$ cat config.mk
export PLATFORM = sky130hd
export DESIGN_NAME = fbcd_host
export DESIGN_NICKNAME = d
export VERILOG_FILES = /design/src/fbcd_pkg.sv /design/src/fbcd_host.sv /design/src/fbcd_fifo.sv
export SDC_FILE = /design/constraint.sdc
export NUM_CORES = 1
export LEC_CHECK = 0
export ABC_AREA = 1
export BUFFER_PORTS_ARGS = -buffer_cell sky130_fd_sc_hd__buf_2
export CAP_MARGIN = 5
export CORE_UTILIZATION = 35
export DETAILED_ROUTE_END_ITERATION = 16
export GPL_TIMING_DRIVEN = 1
export PLACE_DENSITY = 0.54
export SYNTH_ARGS = -nofsm -noshare
export SYNTH_HDL_FRONTEND = slang
export SYNTH_SLANG_ARGS = --single-unit
$ cat constraint.sdc
create_clock -name CLK -period 6.3 [get_ports CLK]
set_input_delay 0.945 -clock CLK [delete_from_list [all_inputs] [get_ports CLK]]
set_output_delay 0.945 -clock CLK [all_outputs]
set_load 0.01 [all_outputs]
$ cat src/fbcd_pkg.sv
// Package of constants and types for the flash bus-cycle host controller.
package fbcd_pkg;

  // ****************************************************************
  // Timing constants.
  // ****************************************************************
  localparam int CLK_PERIOD_NS  = 10;                // Clock period in ns.
  localparam int GLITCH_MIN_NS  = 5;                 // Least strobe pulse.
  // Least time rounds up to whole cycles, never below one.
  localparam int STROBE_CYC_RAW = (GLITCH_MIN_NS + CLK_PERIOD_NS - 1)
                                  / CLK_PERIOD_NS;
  localparam int STROBE_CYC     = (STROBE_CYC_RAW < 1) ? 1 : STROBE_CYC_RAW;
  localparam logic [3:0] STROBE_LOW_CYC  = 4'(STROBE_CYC + 1); // Low phase.
  localparam logic [3:0] STROBE_HIGH_CYC = 4'(STROBE_CYC + 1); // High phase.

  // ****************************************************************
  // Density codes and address cycle counts.
  // ****************************************************************
  localparam logic [2:0] DENS_512M = 3'h0;           // 512 Mbit part.
  localparam logic [2:0] DENS_1G   = 3'h1;           // 1 Gbit part.
  localparam logic [2:0] DENS_2G   = 3'h2;           // 2 Gbit part.
  localparam logic [2:0] DENS_4G   = 3'h3;           // 4 Gbit part.
  localparam logic [2:0] DENS_8G   = 3'h4;           // 8 Gbit part.
  localparam logic [2:0] ADDR_CYC_SHORT = 3'h4;      // Four cycles.
  localparam logic [2:0] ADDR_CYC_LONG  = 3'h5;      // Five cycles.

  // ****************************************************************
  // Address field positions (byte-wide and word-wide).
  // ****************************************************************
  localparam int COL_W_X8   = 12;                    // Column A0-A11.
  localparam int COL_W_X16  = 11;                    // Column A0-A10.
  localparam int PAGE_W     = 6;                     // Page field width.
  localparam int BLK_MSB_X8 = 26;                    // Block top, 512Mb x8.
  localparam int BLK_MSB_X16 = 25;                   // Block top, 512Mb x16.
  localparam int ADDR_W     = 31;                    // Flat address width.

  // ****************************************************************
  // Host command opcodes on the user port.
  // ****************************************************************
  localparam logic [1:0] OP_CMD  = 2'h0;             // Command byte.
  localparam logic [1:0] OP_ADDR = 2'h1;             // Full address.
  localparam logic [1:0] OP_WR   = 2'h2;             // Program data word.
  localparam logic [1:0] OP_RD   = 2'h3;             // Read data words.

  // Bus controller states, one-hot.
  typedef enum logic [4:0] {
    FBCD_IDLE  = 5'b00001,                           // Standby, chip off.
    FBCD_SETUP = 5'b00010,                           // Levels settle.
    FBCD_LOW   = 5'b00100,                           // Strobe low phase.
    FBCD_HIGH  = 5'b01000,                           // Strobe high phase.
    FBCD_NEXT  = 5'b10000                            // Pick next cycle.
  } fbcd_state_t;

endpackage

$ cat src/fbcd_host.sv
// Host controller that drives a multiplexed flash bus through its pins.
//
// Functional notes
// Strobe pulses always longer than 5 ns.
// Command: CE low, CL high, AL low.
// Command bytes use low eight lines only.
// Four or five address cycles by density.
// Address: CE low, AL high, CL low.
// Data in: latches low, WP high.
// Data out on read strobe falling edges.
// Output content depends on prior command.
// Low write protect blocks program, erase.
// Host holds write protect high; here WP_N follows REQ_WP_EN and is low from reset.
// Chip enable high means standby.
// Word parts use all sixteen lines.
// Extra address cycles are ignored.
// Byte-wide address cycle packing.
// Byte-wide fifth cycle uses density bits.
// Word-wide address cycle packing.
// Word-wide fifth cycle uses density bits.
// Byte-wide column, page, block split.
// Word-wide column, page, block split.
// Each read strobe advances column.
// Busy device stays selected after CE.
// Undefined control mixes are never driven.
`timescale 1ns/1ps
module fbcd_host
  import fbcd_pkg::*;
#(
  parameter int          FIFO_DEPTH = 32,            // Read data FIFO depth.
  parameter logic [2:0]  DENSITY    = DENS_8G,       // Part density code.
  parameter bit          WORD_WIDE  = 1'b0           // Sixteen-bit part.
) (
  input  wire logic              CLK,                // Clock, 100 MHz.
  input  wire logic              RST_N,              // Async reset, low.
  input  wire logic              REQ_VALID,          // Request present.
  output logic                   REQ_READY,          // Request taken.
  input  wire logic [1:0]        REQ_OP,             // fbcd_pkg::OP_* code.
  input  wire logic [7:0]        REQ_CMD,            // Command byte.
  input  wire logic [30:0]       REQ_ADDR,           // Flat address.
  input  wire logic [15:0]       REQ_WDATA,          // Program word.
  input  wire logic [7:0]        REQ_LEN,            // Read words minus 1.
  input  wire logic              REQ_WP_EN,          // Keep write enabled.
  output logic [15:0]            RD_DATA,            // Read word.
  output logic                   RD_VALID,           // Read word valid.
  input  wire logic              RD_READY,           // Read word taken.
  output logic                   CE_N,               // Chip enable, low.
  output logic                   CMD_LATCH_STROBE,   // Command latch.
  output logic                   ADDR_LATCH_STROBE,  // Address latch.
  output logic                   WE_N,               // Write strobe, low.
  output logic                   RE_N,               // Read strobe, low.
  output logic                   WP_N,               // Write protect, low.
  output logic [15:0]            IO_OUT,             // Bus drive value.
  output logic                   IO_OE,              // Bus drive enable.
  input  wire logic [15:0]       IO_IN,              // Bus sampled value.
  output logic                   BUSY                // Host cycle active.
);

  // ****************************************************************
  // Address packing helpers.
  // ****************************************************************

  // Byte of address cycle n, packed the way the part expects.
  function automatic logic [7:0] addr_byte(input logic [30:0] a,
                                           input logic [2:0]  n);
    logic [7:0] b;
    b = 8'h00;
    if (!WORD_WIDE) begin
      unique case (n)
        3'h0: b = a[7:0];
        3'h1: b = {4'h0, a[11:8]};
        3'h2: b = a[19:12];
        3'h3: b = a[27:20];
        default: b = {5'h00, a[30:28] & fifth_mask()};
      endcase
    end else begin
      unique case (n)
        3'h0: b = a[7:0];
        3'h1: b = {5'h00, a[10:8]};
        3'h2: b = a[18:11];
        3'h3: b = a[26:19];
        default: b = {5'h00, a[29:27] & fifth_mask()};
      endcase
    end
    return b;
  endfunction

  // Fifth-cycle bits that the chosen density really decodes.
  function automatic logic [2:0] fifth_mask();
    logic [2:0] m;
    m = 3'h0;
    if (DENSITY == DENS_2G) begin
      m = 3'h1;
    end else if (DENSITY == DENS_4G) begin
      m = 3'h3;
    end else if (DENSITY == DENS_8G) begin
      m = 3'h7;
    end
    return m;
  endfunction

  // Short parts take four cycles, larger ones five; none extra sent.
  localparam logic [2:0] ADDR_CYCLES =
    (DENSITY == DENS_512M || DENSITY == DENS_1G) ?
    ADDR_CYC_SHORT : ADDR_CYC_LONG;

  // ****************************************************************
  // State and captured request.
  // ****************************************************************
  fbcd_state_t state_q;                              // Bus sequencer state.
  logic [1:0]  op_q;                                 // Operation in flight.
  logic [7:0]  cmd_q;                                // Command byte.
  logic [30:0] addr_q;                               // Address held.
  logic [15:0] wdata_q;                              // Program word.
  logic [7:0]  left_q;                               // Cycles remaining.
  logic [2:0]  acyc_q;                               // Address cycle index.
  logic [3:0]  tim_q;                                // Phase timer.
  logic [15:0] fifo_in;                              // Captured read word.
  logic        fifo_push;                            // Capture strobe.
  logic        fifo_rdy;                             // FIFO has room.
  logic [15:0] fifo_out;                             // FIFO head.
  logic        fifo_vld;                             // FIFO not empty.

  // Read words are captured as the read strobe rises again: the first
  // high-phase cycle is the only one in which the pin is still low.
  assign fifo_push = (state_q == FBCD_HIGH) && (op_q == OP_RD) &&
                     (RE_N == 1'b0);
  assign fifo_in   = WORD_WIDE ? IO_IN : {8'h00, IO_IN[7:0]};

  // The data FIFO stands between the pin sampler and the user.
  fbcd_fifo #(
    .WIDTH (16),
    .DEPTH (FIFO_DEPTH)
  ) u_fifo (
    .clk       (CLK),
    .rst_n     (RST_N),
    .in_data   (fifo_in),
    .in_valid  (fifo_push),
    .in_ready  (fifo_rdy),
    .out_data  (fifo_out),
    .out_valid (fifo_vld),
    .out_ready (RD_READY && RD_VALID)
  );

  // Registered FIFO output keeps the top outputs flop-driven.
  always_ff @(posedge CLK or negedge RST_N) begin
    if (!RST_N) begin
      RD_VALID <= 1'b0;
      RD_DATA  <= 16'h0000;
    end else if (!RD_VALID || RD_READY) begin
      RD_VALID <= fifo_vld && !(RD_VALID && RD_READY);
      RD_DATA  <= fifo_out;
    end
  end

  // ****************************************************************
  // Bus sequencer.
  // ****************************************************************

  // Each bus cycle: set levels, hold the strobe low, then high. A read
  // word waits in LOW while the FIFO is full, so back-pressure stalls the
  // pins rather than losing data.
  always_ff @(posedge CLK or negedge RST_N) begin
    if (!RST_N) begin
      state_q <= FBCD_IDLE;
      tim_q   <= 4'h0;
      op_q    <= OP_CMD;
      cmd_q   <= 8'h00;
      addr_q  <= '0;
      wdata_q <= 16'h0000;
      left_q  <= 8'h00;
      acyc_q  <= 3'h0;
    end else begin
      unique case (state_q)
        FBCD_IDLE: begin
          if (REQ_VALID && REQ_READY) begin
            op_q    <= REQ_OP;
            cmd_q   <= REQ_CMD;
            addr_q  <= REQ_ADDR;
            wdata_q <= REQ_WDATA;
            left_q  <= (REQ_OP == OP_RD) ? REQ_LEN : 8'h00;
            acyc_q  <= 3'h0;
            tim_q   <= 4'h1;
            state_q <= FBCD_SETUP;
          end
        end
        FBCD_SETUP: begin
          tim_q   <= 4'h1;
          state_q <= FBCD_LOW;
        end
        FBCD_LOW: begin
          // Hold the low phase at least the glitch-proof width.
          if (tim_q >= STROBE_LOW_CYC &&
              (op_q != OP_RD || fifo_rdy)) begin
            tim_q   <= 4'h1;
            state_q <= FBCD_HIGH;
          end else if (tim_q < STROBE_LOW_CYC) begin
            tim_q <= tim_q + 4'h1;
          end
        end
        FBCD_HIGH: begin
          if (tim_q >= STROBE_HIGH_CYC) begin
            state_q <= FBCD_NEXT;
          end else begin
            tim_q <= tim_q + 4'h1;
          end
        end
        FBCD_NEXT: begin
          // Address repeats until the count; reads repeat per word.
          if (op_q == OP_ADDR && acyc_q + 3'h1 < ADDR_CYCLES) begin
            acyc_q  <= acyc_q + 3'h1;
            tim_q   <= 4'h1;
            state_q <= FBCD_LOW;
          end else if (op_q == OP_RD && left_q != 8'h00) begin
            left_q  <= left_q - 8'h01;
            tim_q   <= 4'h1;
            state_q <= FBCD_LOW;
          end else begin
            state_q <= FBCD_IDLE;
          end
        end
        default: state_q <= FBCD_IDLE;
      endcase
    end
  end

  // ****************************************************************
  // Pin drivers, all registered.
  // ****************************************************************

  // Control levels follow the operation; only legal mixes are formed.
  always_ff @(posedge CLK or negedge RST_N) begin
    if (!RST_N) begin
      CE_N              <= 1'b1;
      CMD_LATCH_STROBE  <= 1'b0;
      ADDR_LATCH_STROBE <= 1'b0;
      WE_N              <= 1'b1;
      RE_N              <= 1'b1;
      IO_OUT            <= 16'h0000;
      IO_OE             <= 1'b0;
      BUSY              <= 1'b0;
    end else begin
      BUSY <= (state_q != FBCD_IDLE);
      if (state_q == FBCD_IDLE) begin
        // Deselect between requests; the part may stay busy inside.
        CE_N              <= 1'b1;
        CMD_LATCH_STROBE  <= 1'b0;
        ADDR_LATCH_STROBE <= 1'b0;
        WE_N              <= 1'b1;
        RE_N              <= 1'b1;
        IO_OE             <= 1'b0;
      end else begin
        CE_N              <= 1'b0;
        CMD_LATCH_STROBE  <= (op_q == OP_CMD);
        ADDR_LATCH_STROBE <= (op_q == OP_ADDR);
        IO_OE             <= (op_q != OP_RD);
        if (op_q == OP_RD) begin
          WE_N <= 1'b1;
          RE_N <= (state_q != FBCD_LOW);
        end else begin
          RE_N <= 1'b1;
          WE_N <= (state_q != FBCD_LOW);
        end
        unique case (op_q)
          OP_CMD:  IO_OUT <= {8'h00, cmd_q};
          OP_ADDR: IO_OUT <= {8'h00, addr_byte(addr_q, acyc_q)};
          OP_WR:   IO_OUT <= WORD_WIDE ? wdata_q :
                             {8'h00, wdata_q[7:0]};
          default: IO_OUT <= IO_OUT;
        endcase
      end
    end
  end

  // Write protect is held high only while the user enables writes.
  always_ff @(posedge CLK or negedge RST_N) begin
    if (!RST_N) begin
      WP_N <= 1'b0;
    end else begin
      WP_N <= REQ_WP_EN;
    end
  end

  // Requests are taken only in idle with the previous cycle finished.
  always_ff @(posedge CLK or negedge RST_N) begin
    if (!RST_N) begin
      REQ_READY <= 1'b0;
    end else begin
      REQ_READY <= (state_q == FBCD_IDLE) && !(REQ_VALID && REQ_READY);
    end
  end

endmodule

$ cat src/fbcd_fifo.sv
// Synchronous FIFO with valid/ready on both sides.
`timescale 1ns/1ps
module fbcd_fifo #(
  parameter int WIDTH = 16,                          // Word width.
  parameter int DEPTH = 32                           // Word count.
) (
  input  wire logic             clk,                 // Clock.
  input  wire logic             rst_n,               // Async reset, low.
  input  wire logic [WIDTH-1:0] in_data,             // Write word.
  input  wire logic             in_valid,            // Write request.
  output logic                  in_ready,            // Not full.
  output logic      [WIDTH-1:0] out_data,            // Head word.
  output logic                  out_valid,           // Not empty.
  input  wire logic             out_ready            // Drain accept.
);
  localparam int AW = $clog2(DEPTH);                 // Pointer width.

  logic [WIDTH-1:0] mem [DEPTH];                     // Storage array.
  logic [AW-1:0]    wr_q;                            // Write pointer.
  logic [AW-1:0]    rd_q;                            // Read pointer.
  logic [AW:0]      cnt_q;                           // Fill count.
  logic             push;                            // Accepted write.
  logic             pop;                             // Accepted read.

  // Full and empty come straight from the fill count.
  assign in_ready  = (cnt_q != (AW+1)'(DEPTH));
  assign out_valid = (cnt_q != '0);
  assign out_data  = mem[rd_q];
  assign push      = in_valid && in_ready;
  assign pop       = out_valid && out_ready;

  // Storage is not reset; only the pointers and the fill count carry state.
  always_ff @(posedge clk) begin
    if (push) begin
      mem[wr_q] <= in_data;
    end
  end

  // Pointers wrap naturally since depth is a power of two.
  always_ff @(posedge clk or negedge rst_n) begin
    if (!rst_n) begin
      wr_q  <= '0;
      rd_q  <= '0;
      cnt_q <= '0;
    end else begin
      if (push) begin
        wr_q <= wr_q + 1'b1;
      end
      if (pop) begin
        rd_q <= rd_q + 1'b1;
      end
      cnt_q <= cnt_q + (AW+1)'(push) - (AW+1)'(pop);
    end
  end

endmodule

Yosys cells after proc, flatten, opt, wreduce, memory -nomap -nowiden. Memory sizes are Yosys's and may differ from the RTL's. A register that Yosys moved wholly into a read port is not among the register bits. Cells that the tools add are included.

Register bits: 127. Bits in latches: 0. RAM bits: 256. Bits in read-only memories: 0. Output and inout port bits: 42. Word-level logic and storage cells: 124. Memories kept: 1.

Memories: u_fifo.mem (words 32, bits a word 8, read ports 1, clocked after Yosys merged registers in 1, write ports 1, RTL line fbcd_fifo.sv:18) `logic [WIDTH-1:0] mem [DEPTH];`.

Add/sub/neg operators: 7. Multipliers: 0. Div/mod/pow operators: 0. Magnitude comparators: 3. Eq/ne operators: 25. Shift operators: 0. Muxes and demuxes: 33. Bitwise logic cells: 2. Reduce and logical (&&, ||, !) cells: 30.

Operator list (number): 16-bit case mux with 3 select lines (1); 8-bit two-way mux (4); 8-bit case mux with 4 select lines (1); 5-bit case mux with 5 select lines (1); 4-bit two-way mux (6); 4-bit case mux with 5 select lines (1); 8-bit case mux with 2 select lines (1); 5-bit two-way mux (3); 3-bit two-way mux (4); 2-bit != test, second input constant (6); 1-bit logical AND (11); 5-bit by 1-bit adder with 5-bit output, second input constant (2); 1-bit two-way mux (10); 8-bit nonzero test (1); 8-bit by 1-bit subtractor with 8-bit output, second input constant (1); 6-bit by 1-bit adder with 6-bit output (1); 2-bit equality test, second input constant (3); 3-bit by 2-bit equality test with 1-bit output, second input constant (2); 3-bit != test, second input constant (2); 6-bit != test, second input constant (1); 3-bit case mux with 2 select lines (1); 3-bit AND reduction (2); 6-bit nonzero test (1); 6-bit by 1-bit subtractor with 6-bit output (1); other kinds (26) (33).

Longest topological paths before layout.
Depth after elaboration: 6. Mapped depth: 16.

Hierarchy. From an unflattened synthesis, not the netlist that was laid out.

Cell total of the unflattened synthesis: 2690. Area total of the unflattened synthesis: 27547.7 um^2.

By module, submodules not included: fbcd_fifo (times used 1, cells each 2106, area an instance 22620.4 um^2, sequential area each 15775.1 um^2); fbcd_host (times used 1, cells each 584, area an instance 4927.2 um^2, sequential area each 2582.5 um^2).

Worst setup path before layout. OpenSTA, ideal clock, no wires.

Path type: input port to flip-flop. From: input port RD_READY. To: register u_fifo.cnt_q[4]. Library setup time: 0.079 ns. Data arrival time: 2.563 ns. Required time: 6.221 ns. Slack: 3.658 ns. Stages: 13. Path buffers: 0. Path through: nand2_1 inv_1 nand2_1 inv_1 ha_1 inv_1 ha_1 inv_1 fa_1 inv_1 a21oi_1 o21ai_0 xor2_1.

Word-level cells in the longest chain between the ends: 3.

Ends and longest elaborated chain: start, declared (RTL line fbcd_host.sv:46) `input wire logic RD_READY,`; 1-bit logical AND (RTL line fbcd_host.sv:142) `.out_ready (RD_READY && RD_VALID)`; 1-bit logical AND (RTL line fbcd_fifo.sv:30) `assign pop = out_valid && out_ready;`; via u_fifo.pop (RTL line fbcd_fifo.sv:23) `logic pop;`; 6-bit by 1-bit subtractor with 6-bit output (RTL line fbcd_fifo.sv:52) `cnt_q <= cnt_q + (AW+1)'(push) - (AW+1)'(pop);`; end signal, assigned (RTL line fbcd_fifo.sv:52); end, declared (RTL line fbcd_fifo.sv:21) `logic [AW:0] cnt_q;`.

The timed path passes the listed nets, and every way through them passes these cells. A chain may end at the register's enable or synchronous reset.

==> impl_metrics.env <==
export IMPL_clockRootBuffer="clkbuf_16"
export IMPL_period_share=0.5663
export IMPL_met3_length_um=1983
export IMPL_core_area_mm2=0.04567
export IMPL_cts_setup_buffers=0
export IMPL_synth_area_per_cell_um2=9.567
export IMPL_async_flop_share=0.3025
export IMPL_postCtsHoldBufs=0
export IMPL_grt_start_max_net_pins=75
export IMPL_synth_top_area_cell="edfxtp_1"
export IMPL_cts_made_buffers=40
export IMPL_top_layer="met5"
export IMPL_antenna_left=0
export IMPL_hold_slack_ns=0.3915
export IMPL_grt_pass1_vias=10910
export IMPL_power_density_mw_per_mm2=432.2
export IMPL_synthFlopType="edfxtp_1"
export IMPL_multiInputGateArea_mm2=0.004793
export IMPL_met2WireLength_um=17520
export IMPL_fin_tns_setup_ns=0
export IMPL_grt_usage=0.1659
export IMPL_seqCellArea_mm2=0.01048
export IMPL_drt_iter0_markers=749
export IMPL_fin_ws_ns=2.733
export IMPL_drtPass1Iterations=5
export IMPL_routed_wl_um=38220
export IMPL_clk_latency_ns=0.57
export IMPL_slowest_stage="clkinv_2"
export IMPL_fp_dieH_um=217.7
export IMPL_clkSlewWorstSetupHoldPaths_ns=0.06
export IMPL_synthDistinctLibCells=28
export IMPL_rr_startpoint="u_fifo.rd_q[0]$_DFFE_PN0P_"
export IMPL_drive_above_1_share=0.09392
export IMPL_grt_first_pass_wirelength_um=61180
export IMPL_hold_viol_final=0
export IMPL_fp_dieW_um=217.7
export IMPL_cp_cell_sequence="clkinv_2 > buf_4 > nand2_1 > nand3_1 > a21oi_1 > nor2_1 > nand2_1 > nand3_1 > nand2_1"
export IMPL_dp_slack_ns=2.671
export IMPL_area_delta_synth_final_pct=13.78
export IMPL_slew_violations=0
export IMPL_critical_path_startpoint_type="flop"
export IMPL_leakage_nw=8.142
export IMPL_ys_ff_latch=367
export IMPL_vias=11200
export IMPL_skew_ns=0.02071
export IMPL_place_hpwl_um=22990
export IMPL_syn_area_mm2=0.01628
export IMPL_io_pins=128
export IMPL_fin_nets=1893
export IMPL_rows=78
export IMPL_antenna_found_initial=1
export IMPL_path_class="flop to flop"
export IMPL_path_buf_inv=2
export IMPL_cts_tree="built"
export IMPL_ys_warn_count=0
export IMPL_drc=0
export IMPL_hp_class="primary input to asynchronous set/reset pin"
export IMPL_htreeDepth=2
export IMPL_ys_seq_area_frac=0.6430
export IMPL_critical_path_startpoint="u_fifo.rd_q[0]$_DFFE_PN0P_"
export IMPL_vias_per_cell=4.646
export IMPL_rsz0062_at_grt="no"
export IMPL_syn_inst=1702
export IMPL_grt_ovfl_total=0
export IMPL_gp_congestion=0.7898
export IMPL_cts_sinks=367
export IMPL_critPathTopFamily="buffers and inverters"
export IMPL_port_buffers=95
export IMPL_wl_per_cell_um=15.85
export IMPL_ir_drop_mv=0.2369
export IMPL_final_instance_count_excl_fill=2411
export IMPL_synth_area_top_cells="edfxtp_1 (47%), dfrtp_1 (16%), nand2_1 (14%)"
export IMPL_setup_viol=0
export IMPL_synth_edf_count=256
export IMPL_fillerInstances=4515
export IMPL_fmax_mhz=280.3
export IMPL_fin_area_mm2=0.01853
export IMPL_cp_data_arrival_time_ns=4.07
export IMPL_relSlewSlack=0.3485
export IMPL_fin_crit_ns=3.567
export IMPL_status="finished, final reports clean"
export IMPL_cp_end_kind="flop"
export IMPL_max_stage_delay_ns=0.95
export IMPL_post_place_cells=2335
export IMPL_cts_resized=0
export IMPL_yosysTopAreaCellShare=0.4721
export IMPL_start_util=0.3565
export IMPL_wl_met1_um=18020
export IMPL_fp_dieArea_mm2=0.04739
export IMPL_drv_cap=0
export IMPL_tightest_slew_ns=0.9772
export IMPL_crit_required_ns=6.80
export IMPL_placed_area_mm2=0.01724
export IMPL_cp_max_fo=66
export IMPL_clk_path_buf_depth=3
export IMPL_cpMostUsedCell="nand2_1"
cells in the final DEF, fill, tap and decap left out, types with 2 or more instances in the layout:
cell type	synthesis	final
inv_1	176	174
clkbuf_16	0	41
bufinv_16	0	2
buf_4	18	9
clkinv_2	0	5
clkinv_1	3	10
nand4_1	10	10
nand2_1	619	619
dfstp_2	4	4
nand3_1	185	185
inv_2	3	4
conb_1	1	16
nor2_1	118	118
clkbuf_8	0	2
xnor2_1	4	4
o22ai_1	2	2
nand3b_1	2	2
nor3_1	4	4
edfxtp_1	256	256
ha_1	27	27
a21oi_1	36	36
clkbuf_1	50	14
buf_2	5	95
dfrtp_1	107	105
o21ai_0	45	45
xor2_1	10	10
synthesized netlist by cell type (all sizes together) (10+ instances only):
cell type    n
clkbuf      50
xor2        10
buf         35
nor2       118
nand3      185
inv        179
nand4       11
edfxtp     256
a21oi       36
o21ai       45
nand2      619
dfrtp      107
ha          27
through the flow:
| stage | util | power (mW) |
|---|---|---|
| after CTS | 0.4053 | 8.102 |
| after detailed placement | 0.3775 | 5.791 |
| after global placement | 0.3775 | 5.747 |
| final | 0.4056 | 8.007 |
| after global routing | 0.4056 | 8.590 |
| after floorplan | - | 4.964 |
kinds of logic after synthesis:
| group | count (synthesis) | synth area share |
|---|---|---|
| simple gates | 940 | 0.2347 |
| flops | 367 | 0.6430 |
| buf+inv | 267 | 0.06608 |
| compound gates | 85 | 0.02651 |
| fa+ha+maj | 28 | 0.02198 |
| xor+xnor | 14 | 0.007530 |
| other cells | 1 | 0.0002303 |
layout make-up:
cell class | instances | area share
flip-flops and latches | 367 | 0.5654
multi-input cells | 1083 | 0.2587
clock buffers | 57 | 0.05970
well taps | 600 | 0.04052
inverters | 182 | 0.03694
repair buffers | 105 | 0.02972
clock inverters | 16 | 0.008847
diodes | 1 | 0.0001351
power breakdown:
group	leakage, nW	internal [mW]	switching (mW)
sequential	3.69	2.89	0.247
combinational	3.84	0.817	1.77
clock	0.615	1.31	0.970
registers in the layout (all words and copies together) (netlist names), 2 cells and up:
| register | flops |
|---|---|
| u_fifo.mem | 256 |
| addr_q | 31 |
| IO_OUT | 8 |
| RD_DATA | 8 |
| cmd_q | 8 |
| left_q | 8 |
| wdata_q | 8 |
| u_fifo.cnt_q | 6 |
| state_q | 5 |
| u_fifo.rd_q | 5 |
| u_fifo.wr_q | 5 |
| tim_q | 4 |
| acyc_q | 3 |
| op_q | 2 |
worst paths after layout:
kind,cells past startpoint,end,slack (ns)
setup reg to reg,9,RD_DATA[2]$_DFFE_PN0P_,2.73
setup / recovery,9,RD_DATA[2]$_DFFE_PN0P_,2.73
min in group CLK,2,cmd_q[6]$_DFFE_PN0P_,0.47
hold reg to reg,2,cmd_q[6]$_DFFE_PN0P_,0.47
max in group asynchronous,2,u_fifo.rd_q[0]$_DFFE_PN0P_,4.49
hold / removal,1,left_q[2]$_DFFE_PN0P_,0.39
per-layer routing:
| metal | up-vias | GRT usage |
|---|---|---|
| met4 | 2 | 0.04272 |
| li1 | 5616 | - |
| met3 | 47 | 0.03347 |
| met1 | 5296 | 0.2305 |
| met2 | 241 | 0.2640 |
| met5 | - | 0 |
No activity file was read; power rests on OpenSTA's default activity.
